## src/design/ccbda_defines.vh

```
// Constants of the clear, compare, BCD and decrement datapath
`ifndef CCBDA_DEFINES_VH
`define CCBDA_DEFINES_VH

`define CCBDA_OFF_CTRL 8'h00
`define CCBDA_OFF_SRC 8'h04
`define CCBDA_OFF_DST 8'h08
`define CCBDA_OFF_STATUS 8'h0C
`define CCBDA_OFF_RES 8'h10
`define CCBDA_OFF_INFO 8'h14
`define CCBDA_OFF_MEMW 8'h18
`define CCBDA_OFF_OFFS 8'h1C
`define CCBDA_OFF_FADDR 8'h20
`define CCBDA_OFF_TGT 8'h24

`define CCBDA_CTRL_OP_HI 3
`define CCBDA_CTRL_OP_LO 0
`define CCBDA_CTRL_BYTE 4
`define CCBDA_CTRL_GO 8

`define CCBDA_OP_CLEAR_DEST 4'h0
`define CCBDA_OP_CARRY_CLEAR 4'h1
`define CCBDA_OP_NEG_CLEAR 4'h2
`define CCBDA_OP_ZERO_CLEAR 4'h3
`define CCBDA_OP_COMPARE 4'h4
`define CCBDA_OP_BCD_ADD_CARRY 4'h5
`define CCBDA_OP_BCD_ADD 4'h6
`define CCBDA_OP_SUB1 4'h7
`define CCBDA_OP_SUB2 4'h8
`define CCBDA_OP_CALL_AINC 4'h9
`define CCBDA_OP_CALL_IDX 4'hA

`define CCBDA_STAT_C 0
`define CCBDA_STAT_Z 1
`define CCBDA_STAT_N 2
`define CCBDA_STAT_V 8
`define CCBDA_STAT_INT_ENABLE 3
`define CCBDA_STAT_CORE_HALT 4
`define CCBDA_STAT_OSC_STOP 5
`define CCBDA_STAT_MODE_MASK 16'h0038
`define CCBDA_STAT_RESET 16'h0000
`define CCBDA_MASK_C_INV 16'hFFFE
`define CCBDA_MASK_N_INV 16'hFFFB
`define CCBDA_MASK_Z_INV 16'hFFFD

`define CCBDA_CONST_ONE 16'h0001
`define CCBDA_CONST_TWO 16'h0002
`define CCBDA_PTR_STEP 20'h00002

`define CCBDA_INFO_WROTE 0
`define CCBDA_INFO_BAD 1
`define CCBDA_INFO_OP_LO 4

`endif

```

## src/design/ccbda_alu.v

```verilog
// Clear, compare, BCD add, decrement and call-target datapath on APB
`timescale 1ns/1ps
`include "ccbda_defines.vh"
module ccbda_alu #(
	parameter AW = 8,
	parameter XW = 20
) (
	input wire clock,
	input wire rst_b,
	input wire psel,
	input wire penable,
	input wire pwrite,
	input wire [AW-1:0] paddr,
	input wire [31:0] pwdata,
	output reg [31:0] prdata,
	output wire pready,
	output reg pslverr,
	output reg [XW-1:0] result_out,
	output reg result_we,
	output reg [15:0] status_out
);
	// Software-visible operands and call registers
	reg [3:0] op;
	reg byte_mode;
	reg go;
	reg [XW-1:0] src;
	reg [XW-1:0] dst;
	reg [15:0] memw;
	reg [15:0] offs;
	reg [XW-1:0] faddr;
	reg [XW-1:0] target;
	reg wrote;
	reg bad_op;

	// Combinational work, recomputed every cycle
	reg [XW-1:0] next_res;
	reg [15:0] next_status;
	reg next_we;
	reg next_bad;
	reg [XW-1:0] next_faddr;
	reg [XW-1:0] next_tgt;
	reg [15:0] res16;
	reg arith;
	reg ar_c;
	reg ar_v;
	reg ar_n;
	reg ar_z;
	reg [31:0] next_rdata;
	reg next_err;

	wire setup = psel & ~penable;
	wire apb_wr = psel & penable & pwrite;
	wire [7:0] addr8 = paddr[7:0];
	wire addr_hi;
	wire reg_wr;
	wire [XW-1:0] fetched;

	// Slave never inserts wait states
	assign pready = 1'b1;

	// Wider buses must not alias the eight-bit map
	generate
		if (AW > 8) begin : g_addr_hi
			assign addr_hi = |paddr[AW-1:8];
		end else begin : g_addr_fit
			assign addr_hi = 1'b0;
		end
	endgenerate

	// A write refused at setup never lands
	assign reg_wr = apb_wr & ~pslverr;

	// Call targets live in the lower 64KB
	assign fetched = {{(XW-16){1'b0}}, memw};

	// Subtrahend shared by compare and both decrements
	wire [15:0] sub_k = (op == `CCBDA_OP_SUB1) ? `CCBDA_CONST_ONE :
		(op == `CCBDA_OP_SUB2) ? `CCBDA_CONST_TWO : src[15:0];
	wire [16:0] diff_w = {1'b0, dst[15:0]} + {1'b0, ~sub_k} +
		17'h00001;
	wire [8:0] diff_b = {1'b0, dst[7:0]} + {1'b0, ~sub_k[7:0]} +
		9'h001;

	// Add-carry is add with a zero source
	wire [15:0] bcd_src = (op == `CCBDA_OP_BCD_ADD_CARRY) ? 16'h0000 :
		src[15:0];
	wire [15:0] bcd_sum;
	wire [3:0] bcd_cy;

	ccbda_bcd_add #(
		.DIGITS(4)
	) u_bcd (
		.a(dst[15:0]),
		.b(bcd_src),
		.cin(status_out[`CCBDA_STAT_C]),
		.sum(bcd_sum),
		.carry(bcd_cy)
	);

	always @* begin
		next_res = dst;
		next_status = status_out;
		next_we = 1'b0;
		next_bad = 1'b0;
		next_faddr = faddr;
		next_tgt = target;
		res16 = 16'h0000;
		arith = 1'b0;
		ar_c = 1'b0;
		ar_v = 1'b0;
		ar_n = 1'b0;
		ar_z = 1'b0;

		case (op)
		`CCBDA_OP_CLEAR_DEST: begin
			next_res = {XW{1'b0}};
			next_we = 1'b1;
		end
		`CCBDA_OP_CARRY_CLEAR: begin
			next_status = status_out & `CCBDA_MASK_C_INV;
		end
		`CCBDA_OP_NEG_CLEAR: begin
			next_status = status_out & `CCBDA_MASK_N_INV;
		end
		`CCBDA_OP_ZERO_CLEAR: begin
			next_status = status_out & `CCBDA_MASK_Z_INV;
		end
		`CCBDA_OP_COMPARE, `CCBDA_OP_SUB1, `CCBDA_OP_SUB2: begin
			arith = 1'b1;
			if (byte_mode) begin
				res16 = {8'h00, diff_b[7:0]};
				ar_c = diff_b[8];
				// Operands of unlike sign, result sign flips
				ar_v = (dst[7] ^ sub_k[7]) &
					(diff_b[7] ^ dst[7]);
			end else begin
				res16 = diff_w[15:0];
				ar_c = diff_w[16];
				ar_v = (dst[15] ^ sub_k[15]) &
					(diff_w[15] ^ dst[15]);
			end
			if (op != `CCBDA_OP_COMPARE) begin
				// Register write-back clears bits above the size
				next_res = {{(XW-16){1'b0}}, res16};
				next_we = 1'b1;
			end
			// Compare leaves the destination whole
		end
		`CCBDA_OP_BCD_ADD_CARRY, `CCBDA_OP_BCD_ADD: begin
			arith = 1'b1;
			// Byte form carries out of the second digit
			if (byte_mode) begin
				res16 = {8'h00, bcd_sum[7:0]};
				ar_c = bcd_cy[1];
			end else begin
				res16 = bcd_sum;
				ar_c = bcd_cy[3];
			end
			// Overflow is undefined here, so it simply holds
			ar_v = status_out[`CCBDA_STAT_V];
			next_res = {{(XW-16){1'b0}}, res16};
			next_we = 1'b1;
		end
		`CCBDA_OP_CALL_AINC: begin
			next_faddr = dst;
			next_tgt = fetched;
			next_res = dst + `CCBDA_PTR_STEP;
			next_we = 1'b1;
		end
		`CCBDA_OP_CALL_IDX: begin
			// Signed offset reaches either way from the register
			next_faddr = dst + {{(XW-16){offs[15]}}, offs};
			next_tgt = fetched;
		end
		default: begin
			next_bad = 1'b1;
		end
		endcase

		if (arith) begin
			ar_n = byte_mode ? res16[7] : res16[15];
			ar_z = byte_mode ? (res16[7:0] == 8'h00) :
				(res16 == 16'h0000);
			// Only flag bits are rewritten, mode bits pass
			next_status[`CCBDA_STAT_C] = ar_c;
			next_status[`CCBDA_STAT_Z] = ar_z;
			next_status[`CCBDA_STAT_N] = ar_n;
			next_status[`CCBDA_STAT_V] = ar_v;
		end
		// Mode bits are software-owned and pass every op
		next_status = (next_status & ~`CCBDA_STAT_MODE_MASK) |
			(status_out & `CCBDA_STAT_MODE_MASK);
	end

	// Read data and error are captured in the setup cycle
	always @* begin
		next_rdata = 32'h00000000;
		next_err = 1'b0;
		case (addr8)
		`CCBDA_OFF_CTRL: begin
			next_rdata[`CCBDA_CTRL_OP_HI:`CCBDA_CTRL_OP_LO] = op;
			next_rdata[`CCBDA_CTRL_BYTE] = byte_mode;
		end
		`CCBDA_OFF_SRC: begin
			next_rdata[XW-1:0] = src;
		end
		`CCBDA_OFF_DST: begin
			next_rdata[XW-1:0] = dst;
		end
		`CCBDA_OFF_STATUS: begin
			next_rdata[15:0] = status_out;
		end
		`CCBDA_OFF_RES: begin
			next_rdata[XW-1:0] = result_out;
		end
		`CCBDA_OFF_INFO: begin
			next_rdata[`CCBDA_INFO_WROTE] = wrote;
			next_rdata[`CCBDA_INFO_BAD] = bad_op;
			next_rdata[`CCBDA_INFO_OP_LO+3:`CCBDA_INFO_OP_LO] = op;
		end
		`CCBDA_OFF_MEMW: begin
			next_rdata[15:0] = memw;
		end
		`CCBDA_OFF_OFFS: begin
			next_rdata[15:0] = offs;
		end
		`CCBDA_OFF_FADDR: begin
			next_rdata[XW-1:0] = faddr;
		end
		`CCBDA_OFF_TGT: begin
			next_rdata[XW-1:0] = target;
		end
		default: begin
			next_err = 1'b1;
		end
		endcase

		// Unaligned or out-of-map words read zero with an error
		if (paddr[1:0] != 2'b00 || addr_hi) begin
			next_rdata = 32'h00000000;
			next_err = 1'b1;
		end
	end

	always @(posedge clock) begin
		if (!rst_b) begin
			prdata <= 32'h00000000;
			pslverr <= 1'b0;
		end else if (setup) begin
			prdata <= pwrite ? 32'h00000000 : next_rdata;
			pslverr <= next_err;
		end
	end

	// Register writes; an operation launched by go applies next cycle
	always @(posedge clock) begin
		if (!rst_b) begin
			op <= `CCBDA_OP_CLEAR_DEST;
			byte_mode <= 1'b0;
			go <= 1'b0;
			src <= {XW{1'b0}};
			dst <= {XW{1'b0}};
			memw <= 16'h0000;
			offs <= 16'h0000;
			faddr <= {XW{1'b0}};
			target <= {XW{1'b0}};
			result_out <= {XW{1'b0}};
			result_we <= 1'b0;
			status_out <= `CCBDA_STAT_RESET;
			wrote <= 1'b0;
			bad_op <= 1'b0;
		end else begin
			go <= 1'b0;
			result_we <= 1'b0;
			if (go) begin
				status_out <= next_status;
				faddr <= next_faddr;
				target <= next_tgt;
				bad_op <= next_bad;
				wrote <= next_we;
				result_we <= next_we;
				if (next_we) begin
					result_out <= next_res;
					// Destination follows, so ops chain
					dst <= next_res;
				end
			end

			// Next APB access is at least two cycles after go
			// On a clash the software write still wins
			if (reg_wr) begin
				case (addr8)
				`CCBDA_OFF_CTRL: begin
					op <= pwdata[`CCBDA_CTRL_OP_HI:`CCBDA_CTRL_OP_LO];
					byte_mode <= pwdata[`CCBDA_CTRL_BYTE];
					go <= pwdata[`CCBDA_CTRL_GO];
				end
				`CCBDA_OFF_SRC: begin
					src <= pwdata[XW-1:0];
				end
				`CCBDA_OFF_DST: begin
					dst <= pwdata[XW-1:0];
				end
				`CCBDA_OFF_STATUS: begin
					status_out <= pwdata[15:0];
				end
				`CCBDA_OFF_MEMW: begin
					memw <= pwdata[15:0];
				end
				`CCBDA_OFF_OFFS: begin
					offs <= pwdata[15:0];
				end
				default: begin
					op <= op;
				end
				endcase
			end
		end
	end
endmodule

```

## src/design/ccbda_bcd_add.v

```verilog
// Unsigned BCD adder, one generate stage per decimal digit
`timescale 1ns/1ps
module ccbda_bcd_add #(
	parameter DIGITS = 4
) (
	input wire [4*DIGITS-1:0] a,
	input wire [4*DIGITS-1:0] b,
	input wire cin,
	output wire [4*DIGITS-1:0] sum,
	output wire [DIGITS-1:0] carry
);
	wire [DIGITS:0] chain;

	assign chain[0] = cin;
	assign carry = chain[DIGITS:1];

	genvar i;
	generate
		for (i = 0; i < DIGITS; i = i + 1) begin : g_digit
			wire [4:0] raw;
			wire wrap;
			wire [4:0] fixed;
			assign raw = {1'b0, a[4*i+3:4*i]} + {1'b0, b[4*i+3:4*i]} +
				{4'h0, chain[i]};
			// Non-BCD digits give an undefined but bounded result
			assign wrap = (raw > 5'h09);
			assign fixed = wrap ? raw + 5'h06 : raw;
			assign sum[4*i+3:4*i] = fixed[3:0];
			assign chain[i+1] = wrap;
		end
	endgenerate
endmodule

```

## config.mk

```make
export PLATFORM = sky130hd
export DESIGN_NAME = ccbda_alu
export DESIGN_NICKNAME = d
export VERILOG_FILES = /design/src/design/ccbda_alu.v /design/src/design/ccbda_bcd_add.v
export VERILOG_INCLUDE_DIRS = /design/src /design/src/design
export SDC_FILE = /design/constraint.sdc
export NUM_CORES = 1
export LEC_CHECK = 0
export ABC_AREA = 1
export BUFFER_PORTS_ARGS = -buffer_cell sky130_fd_sc_hd__buf_2
export CORE_ASPECT_RATIO = 1.75
export CORE_MARGIN = 4
export CORE_UTILIZATION = 36
export CTS_CLUSTER_SIZE = 8
export DETAILED_ROUTE_END_ITERATION = 10
export GPL_TIMING_DRIVEN = 1
export PLACE_DENSITY_LB_ADDON = 0.05
export SLEW_MARGIN = 20
export SYNTH_ARGS = -nofsm -noshare
export SYNTH_HDL_FRONTEND = slang
export SYNTH_HIERARCHICAL = 1
export SYNTH_SLANG_ARGS = --single-unit
export TNS_END_PERCENT = 5
```

## constraint.sdc

```tcl
create_clock -name clock -period 8.05 [get_ports clock]
set_input_delay 0.4025 -clock clock [delete_from_list [all_inputs] [get_ports clock]]
set_output_delay 0.4025 -clock clock [all_outputs]
set_load 0.01 [all_outputs]
```

# ---- Word-level counts from Yosys, hierarchy flattened
# Cells that the tools add are included.
dict set report classes {
  n_addsub 18
  magnitude_cmp 4
  eq_ne 20
  muxes 44
  n_bitwise 15
  n_reduce_logical 22
}
# cell count
set ops {}
lappend ops {{2-to-1 mux 16 bit} 8}
lappend ops {{2-to-1 mux 20 bit} 6}
lappend ops {{case mux 20 bit (4 select lines)} 1}
lappend ops {{case mux 8 bit (8 select lines)} 1}
lappend ops {{case mux 20 bit (2 select lines)} 1}
lappend ops {{== test 8 x 5 -> 1 bit, second input constant} 4}
lappend ops {{2-to-1 mux 32 bit} 1}
lappend ops {{case mux 16 bit (2 select lines)} 1}
lappend ops {{case mux 3 bit (9 select lines)} 1}
lappend ops {{adder 20 x 2 -> 20 bit, second input constant} 1}
lappend ops {{adder 20 bit} 1}
lappend ops {{adder 4 x 4 -> 5 bit} 4}
lappend ops {{adder 5 x 1 -> 5 bit} 4}
lappend ops {{> comparator 5 x 4 -> 1 bit, second input constant} 4}
lappend ops {{case mux 2 bit (10 select lines)} 1}
lappend ops {{case mux 2 bit (9 select lines)} 1}
lappend ops {{adder 16 x 16 -> 17 bit} 1}
lappend ops {{adder 17 x 1 -> 17 bit, second input constant} 1}
lappend ops {{adder 4 x 3 -> 4 bit, second input constant} 4}
lappend ops {{== test 4 x 3 -> 1 bit, second input constant} 4}
lappend ops {{== test 8 x 4 -> 1 bit, second input constant} 2}
lappend ops {{== test 8 x 6 -> 1 bit, second input constant} 2}
lappend ops {{zero test 16 bit} 1}
lappend ops {{zero test 8 bit} 2}
lappend ops {{30 further kinds} 66}
dict set report word_totals {
  ff_bits 186
  output_inout_bits 71
  elab_cells 139
}

# ---- Logic depth before layout (Yosys ltp)
dict set report logic_depth {
  ltp_word 21
  mapped_depth 67
  mapped_depth_nobuf 67
}

# ---- Modules after synthesis
# The synthesis kept the hierarchy.
# mod n_inst cells_each area_each_um2
set modules_own_cells {}
lappend modules_own_cells {ccbda_alu 1 1631 10854.2}
lappend modules_own_cells {ccbda_bcd_add 1 204 1214.9}

# ---- Worst setup path after synthesis
# No wires, ideal clock.
dict set report synth_timing {
  path_type {register to register}
  from {register op[2]}
  to {register status_out[1]}
  arrival_time_ns 8.024
  required_ns 7.980
  setup_slack_ns -0.044
  path_stages_with_launch 57
  period_less_slack_ns 8.094
  path_cell_list {dfxtp_1 inv_2 nor2_4 nand2_1 inv_1 nor2_1 fa_1 fa_1 inv_1 ha_1 a21oi_1 a21oi_2 nand2_2 nand2_2 fa_1 fa_1 inv_1 ha_1 [... 21 more ...] inv_1 nand2_2 nand2_2 nand2_1 nand2_1 nand2_1 a21oi_1 nor2_1 nand2_1 nor2_1 nand3_1 nor2_1 nand2_1 nand2_1 nand2_1 nand2_1 nand2_1 a21oi_1}
}
dict set report synth_between {
  elab_chain_len 21
  word_cells_on_any_way 53
  classes_between {add/sub: 16; order compare: 4; eq/ne: 8; mux: 17; bitwise: 3; reduce/logical: 5}
}
# item line_no
set synth_lines {}
lappend synth_lines {{start: declaration} ccbda_alu.v:23} ;# reg [3:0] op;
lappend synth_lines {{start signal: assignment} ccbda_alu.v:258} ;# op <= `CCBDA_OP_CLEAR_DEST;
lappend synth_lines {{start signal: assignment} ccbda_alu.v:294} ;# op <= pwdata[`CCBDA_CTRL_OP_HI:`CCBDA_CTRL_OP_LO];
lappend synth_lines {{start signal: assignment} ccbda_alu.v:314} ;# op <= op;
lappend synth_lines {{== test 4 x 3 -> 1 bit *} -}
lappend synth_lines {{2-to-1 mux 16 bit *} ccbda_alu.v:85} ;# wire [15:0] bcd_src = (op == `CCBDA_OP_BCD_ADD_CARRY) ? 16'h0000 :
lappend synth_lines {{named net bcd_src[0]} ccbda_alu.v:85}
lappend synth_lines {{adder 4 x 4 -> 5 bit *} ccbda_bcd_add.v:23} ;# assign raw = {1'b0, a[4*i+3:4*i]} + {1'b0, b[4*i+3:4*i]} +
lappend synth_lines {{adder 5 x 1 -> 5 bit *} ccbda_bcd_add.v:23}
lappend synth_lines {{> comparator 5 x 4 -> 1 bit *} ccbda_bcd_add.v:26} ;# assign wrap = (raw > 5'h09);
lappend synth_lines {{named net u_bcd.g_digit[0].wrap} ccbda_bcd_add.v:21} ;# wire wrap;
lappend synth_lines {{adder 5 x 1 -> 5 bit *} ccbda_bcd_add.v:23}
lappend synth_lines {{[... 1 more ...]} -}
lappend synth_lines {{named net u_bcd.g_digit[1].wrap} ccbda_bcd_add.v:21}
lappend synth_lines {{[... 2 more ...]} -}
lappend synth_lines {{named net u_bcd.g_digit[2].wrap} ccbda_bcd_add.v:21}
lappend synth_lines {{[... 2 more ...]} -}
lappend synth_lines {{named net u_bcd.g_digit[3].wrap} ccbda_bcd_add.v:21}
lappend synth_lines {{[... 1 more ...]} -}
lappend synth_lines {{named net bcd_sum[15]} ccbda_alu.v:87} ;# wire [15:0] bcd_sum;
lappend synth_lines {{[... 1 more ...]} -}
lappend synth_lines {{case mux 16 bit (2 select lines) *} ccbda_alu.v:114} ;# case (op)
lappend synth_lines {{zero test 16 bit *} ccbda_alu.v:183} ;# (res16 == 16'h0000);
lappend synth_lines {{2-to-1 mux 1 bit *} ccbda_alu.v:182} ;# ar_z = byte_mode ? (res16[7:0] == 8'h00) :
lappend synth_lines {{2-to-1 mux 3 bit *} ccbda_alu.v:180} ;# if (arith) begin
lappend synth_lines {{OR 16 x 6 -> 16 bit *} ccbda_alu.v:191} ;# next_status = (next_status & ~`CCBDA_STAT_MODE_MASK) |
lappend synth_lines {{2-to-1 mux 16 bit *} ccbda_alu.v:275} ;# if (go) begin
lappend synth_lines {{2-to-1 mux 16 bit} ccbda_alu.v:292} ;# case (addr8)
lappend synth_lines {{2-to-1 mux 16 bit *} ccbda_alu.v:291} ;# if (reg_wr) begin
lappend synth_lines {{end signal: assignment} ccbda_alu.v:269} ;# status_out <= `CCBDA_STAT_RESET;
lappend synth_lines {{end signal: assignment} ccbda_alu.v:276} ;# status_out <= next_status;
lappend synth_lines {{end signal: assignment} ccbda_alu.v:305} ;# status_out <= pwdata[15:0];
lappend synth_lines {{end: declaration} ccbda_alu.v:20} ;# output reg [15:0] status_out
# The timed path passes the listed nets; every way through them passes the cells marked *.
# A chain may end at the register's enable or synchronous reset.

# ---- Worst setup path after layout
dict set report layout_timing {
  from {register op[0]}
  to {register status_out[1]}
}
dict set report layout_between {
  elab_chain_len 21
  word_cells_on_any_way 53
  classes_between {add/sub: 16; order compare: 4; eq/ne: 8; mux: 17; bitwise: 3; reduce/logical: 5}
}
# item line_no
set layout_lines {}
lappend layout_lines {{== test 4 x 3 -> 1 bit *} -}
lappend layout_lines {{2-to-1 mux 16 bit *} ccbda_alu.v:85}
lappend layout_lines {{named net bcd_src[0]} ccbda_alu.v:85}
lappend layout_lines {{adder 4 x 4 -> 5 bit *} ccbda_bcd_add.v:23}
lappend layout_lines {{adder 5 x 1 -> 5 bit *} ccbda_bcd_add.v:23}
lappend layout_lines {{> comparator 5 x 4 -> 1 bit *} ccbda_bcd_add.v:26}
lappend layout_lines {{named net u_bcd.g_digit[0].wrap} ccbda_bcd_add.v:21}
lappend layout_lines {{adder 5 x 1 -> 5 bit *} ccbda_bcd_add.v:23}
lappend layout_lines {{[... 1 more ...]} -}
lappend layout_lines {{named net bcd_cy[1]} ccbda_alu.v:88} ;# wire [3:0] bcd_cy;
lappend layout_lines {{[... 2 more ...]} -}
lappend layout_lines {{named net u_bcd.g_digit[2].wrap} ccbda_bcd_add.v:21}
lappend layout_lines {{[... 2 more ...]} -}
lappend layout_lines {{named net bcd_cy[3]} ccbda_alu.v:88}
lappend layout_lines {{[... 1 more ...]} -}
lappend layout_lines {{named net bcd_sum[14]} ccbda_alu.v:87}
lappend layout_lines {{[... 1 more ...]} -}
lappend layout_lines {{case mux 16 bit (2 select lines) *} ccbda_alu.v:114}
lappend layout_lines {{zero test 16 bit *} ccbda_alu.v:183}
lappend layout_lines {{2-to-1 mux 1 bit *} ccbda_alu.v:182}
lappend layout_lines {{2-to-1 mux 3 bit *} ccbda_alu.v:180}
lappend layout_lines {{OR 16 x 6 -> 16 bit *} ccbda_alu.v:191}
lappend layout_lines {{2-to-1 mux 16 bit *} ccbda_alu.v:275}
lappend layout_lines {{2-to-1 mux 16 bit} ccbda_alu.v:292}
lappend layout_lines {{2-to-1 mux 16 bit *} ccbda_alu.v:291}
# Marks and branches as above.

==> results.py <==
metrics = {
    "outcome": {
        "run_status": "completed",
    },
    "detailed_routing": {
        "viasPerCell": 5.596,
        "detail-route-antenna-nets": 0,
        "detail_route.wirelength_mm": 51.21,
        "drtPass1Iterations": 5,
        "drt_iter0_drc": 890,
        "wire_per_inst_um": 21.70,
        "vias": 13210,
        "drc_errors": 0,
    },
    "critical_path": {
        "critical_path.most_common_cell": "sky130_fd_sc_hd__inv_2",
        "critPathSlowestCell": "sky130_fd_sc_hd__fa_2",
        "worst_ep_arrival_time_ns": 8.36,
        "worst_r2r_path_depth": 56,
        "critical_path.max_fanout": 4,
        "bufs_and_invs_on_worst_path": 11,
        "r2r_setup_slack_ns": 0.08,
        "cp_slowest_stage_delay_ns": 0.62,
        "timing_worst_setup_path_type": "reg -> reg",
        "critical_path.reg2reg.startpoint": "op[0]$_SDFFE_PN0P_",
        "cp-start-kind": "flip-flop",
        "required_arrival_time_at_the_worst_endpoint_ns": 8.44,
        "cp_top_family": "adder cells",
        "worst_reg2reg_path_endpoint": "status_out[1]$_SDFF_PN0_",
        "critical_path.endpoint_type": "flip-flop",
    },
    "placed_design": {
        "gp_congestion": 0.9332,
        "dp_hpwl_mm": 39.32,
        "numPortBuffers": 90,
        "dpl.cell_count": 2318,
    },
    "floorplan": {
        "dieArea_mm2": 0.03659,
        "ios": 116,
        "die_height_um": 250.1,
        "start_util": 0.3649,
        "rows": 88,
        "die_width_um": 146.3,
        "floorplan.core_area_mm2": 0.03303,
    },
    "timing": {
        "hold_viol_final": 0,
        "post-route-period-util": 0.9904,
        "final.min_clock_period_ns": 7.973,
        "clock.fmax_mhz": 125.4,
        "timing_worst_slew_pin_value_ns": 1.062,
        "hold-worst-slack_ns": 0.2475,
        "setup_viol_count_final": 0,
        "rsz0062_at_grt": "yes",
        "report.final.slew_viol_count": 0,
        "clock-skew-final_ns": 0.01033,
        "max_slew_margin": 0.2905,
    },
    "flow_run": {
        "drv.max_cap_violation_count": 0,
    },
    "synth": {
        "synthesis.instances": 1833,
        "synth_area_mm2": 0.01205,
        "postSynthAreaPerCell_um2": 6.576,
        "yosys_warnings": 6,
    },
    "hold_path": {
        "min_path_type": "in -> reg",
        "min_path_cells": 3,
        "min_delay_worst_endpoint": "src[16]$_SDFFE_PN0P_",
        "min_delay_src": "pwdata[16]",
    },
    "clock_tree": {
        "worst_skew_pair_later_pin_latency_ns": 0.46,
        "cts_root_buffer": "sky130_fd_sc_hd__clkbuf_16",
        "clock-sinks": 174,
        "cts_hold_buffers": 0,
        "tritoncts": "yes",
        "numCtsBuffers": 17,
        "cts_htree_levels": 4,
        "clock_slew_at_reported_path_ffs_ns": 0.07,
        "number_of_buffers_on_the_longest_clock_path": 2,
    },
    "pwr": {
        "ir_worst_vdd_v": 0.0001334,
        "pleak_nw": 6.080,
        "power.density_mw_per_mm2": 125.2,
    },
    "global_route": {
        "globalRoute.totalOverflow": 0,
        "grt_pass1_vias": 13020,
        "grt_start_max_net_pins": 78,
        "grt_pass1_wl_mm": 76.80,
        "track_usage": 0.2724,
        "antenna_violations_before_repair": 0,
    },
    "final_layout": {
        "nNetsFinal": 2060,
        "inserted_diodes": 0,
        "layout-drive-gt1-share": 0.1647,
        "finalNonFillerCells": 2360,
        "layout-area-overhead-vs-synth_pct": 16.40,
    },
}
[area by class of cell]
cell class	count	area, um^2
Timing Repair Buffer	173	1074
Fill cell	3545	19000
Inverter	243	923.4
Multi-Input combinational cell	1334	7485
Clock inverter	12	113.9
Tap cell	405	506.7
Sequential cell	174	3486
Clock buffer	19	442.9
[sequential cells by signal, summed over array words and instances (netlist names)]
register / cells
memw: 16
src: 20
result_we: 1
op: 4
result_out: 20
target: 16
pslverr: 1
status_out: 16
offs: 16
prdata: 20
dst: 20
bad_op: 1
byte_mode: 1
go: 1
wrote: 1
faddr: 20
[through the flow]
stage,utilization,power [W],TNS (ns),instance area (um^2),setup slack (ns)
4_1_cts,0.4158,0.001766,-0.06141,13740,-0.06141
2_1_floorplan,-,0.0009227,0,12100,0.0008589
5_1_grt,0.4248,0.001803,-0.3144,14030,-0.3144
3_5_place_dp,0.3983,0.0009529,-0.3794,13160,-0.3685
3_3_place_gp,0.3983,0.0009526,-0.1895,13160,-0.1895
6_report,0.4248,0.001757,0,14030,0.07731
[how the worst max path moves through the flow]
stage | start | to | slack [ns] | cells after the start
floorplan | op[0]$_SDFFE_PN0P_ | status_out[1]$_SDFF_PN0_ | 0.0009 | 56
global route | op[0]$_SDFFE_PN0P_ | status_out[1]$_SDFF_PN0_ | -0.31 | 59
CTS | op[0]$_SDFFE_PN0P_ | status_out[1]$_SDFF_PN0_ | -0.06 | 62
finish | op[0]$_SDFFE_PN0P_ | status_out[1]$_SDFF_PN0_ | 0.08 | 56
global placement | op[0]$_SDFFE_PN0P_ | status_out[1]$_SDFF_PN0_ | -0.19 | 62
detailed placement | op[0]$_SDFFE_PN0P_ | status_out[1]$_SDFF_PN0_ | -0.37 | 59
[layer usage]
metal,vias to the layer above,routed length (um),global-route usage
met5,-,0,0
met4,0,2773,0.1424
met3,143,2226,0.03005
met2,442,26960,0.5062
met1,6260,19250,0.3017
li1,6361,-,-
[worst reg2reg max path, delay by kind of cell, from the launching register on]
family	cells	cell delay [ns]
AOI/OAI and AO/OA	8	0.71
adders and majority gates	12	4.38
buffers and inverters	11	0.64
DFF	1	0.34
and+or+nand+nor	25	1.85
[where the power goes]
group	internal, W	switching [W]
registers	0.000862	0.00000120
clock network	0.000434	0.000388
logic	0.0000169	0.0000545
total	0.00131	0.000444
[cell usage in the layout (no fill, tap or decap), drive strengths merged, types with 2 or more instances in the layout]
cell type	n
nand3	115
o22ai	31
fa	10
clkinvlp	4
buf	173
and2	3
o31ai	2
o2111ai	10
dfxtp	174
inv	243
a22o	2
nor4	6
nand4	29
nor3	13
a221oi	28
o41ai	2
o21ai	184
a211oi	3
or2	6
nand3b	2
o211ai	13
nor2	134
ha	62
a31oi	5
nand2	389
xnor2	3
a21o	5
o221ai	3
clkinv	7
clkbuf	19
conb	13
a22oi	8
xor2	13
a21oi	236
[timing repair]
item	in CTS	in global routing
endpoints found under the setup margin	6	9
cloned	0	0
pin swaps	3	32
setup buffers	0	11
gates resized for setup	10	66
Power figures use the tool's default switching activity.
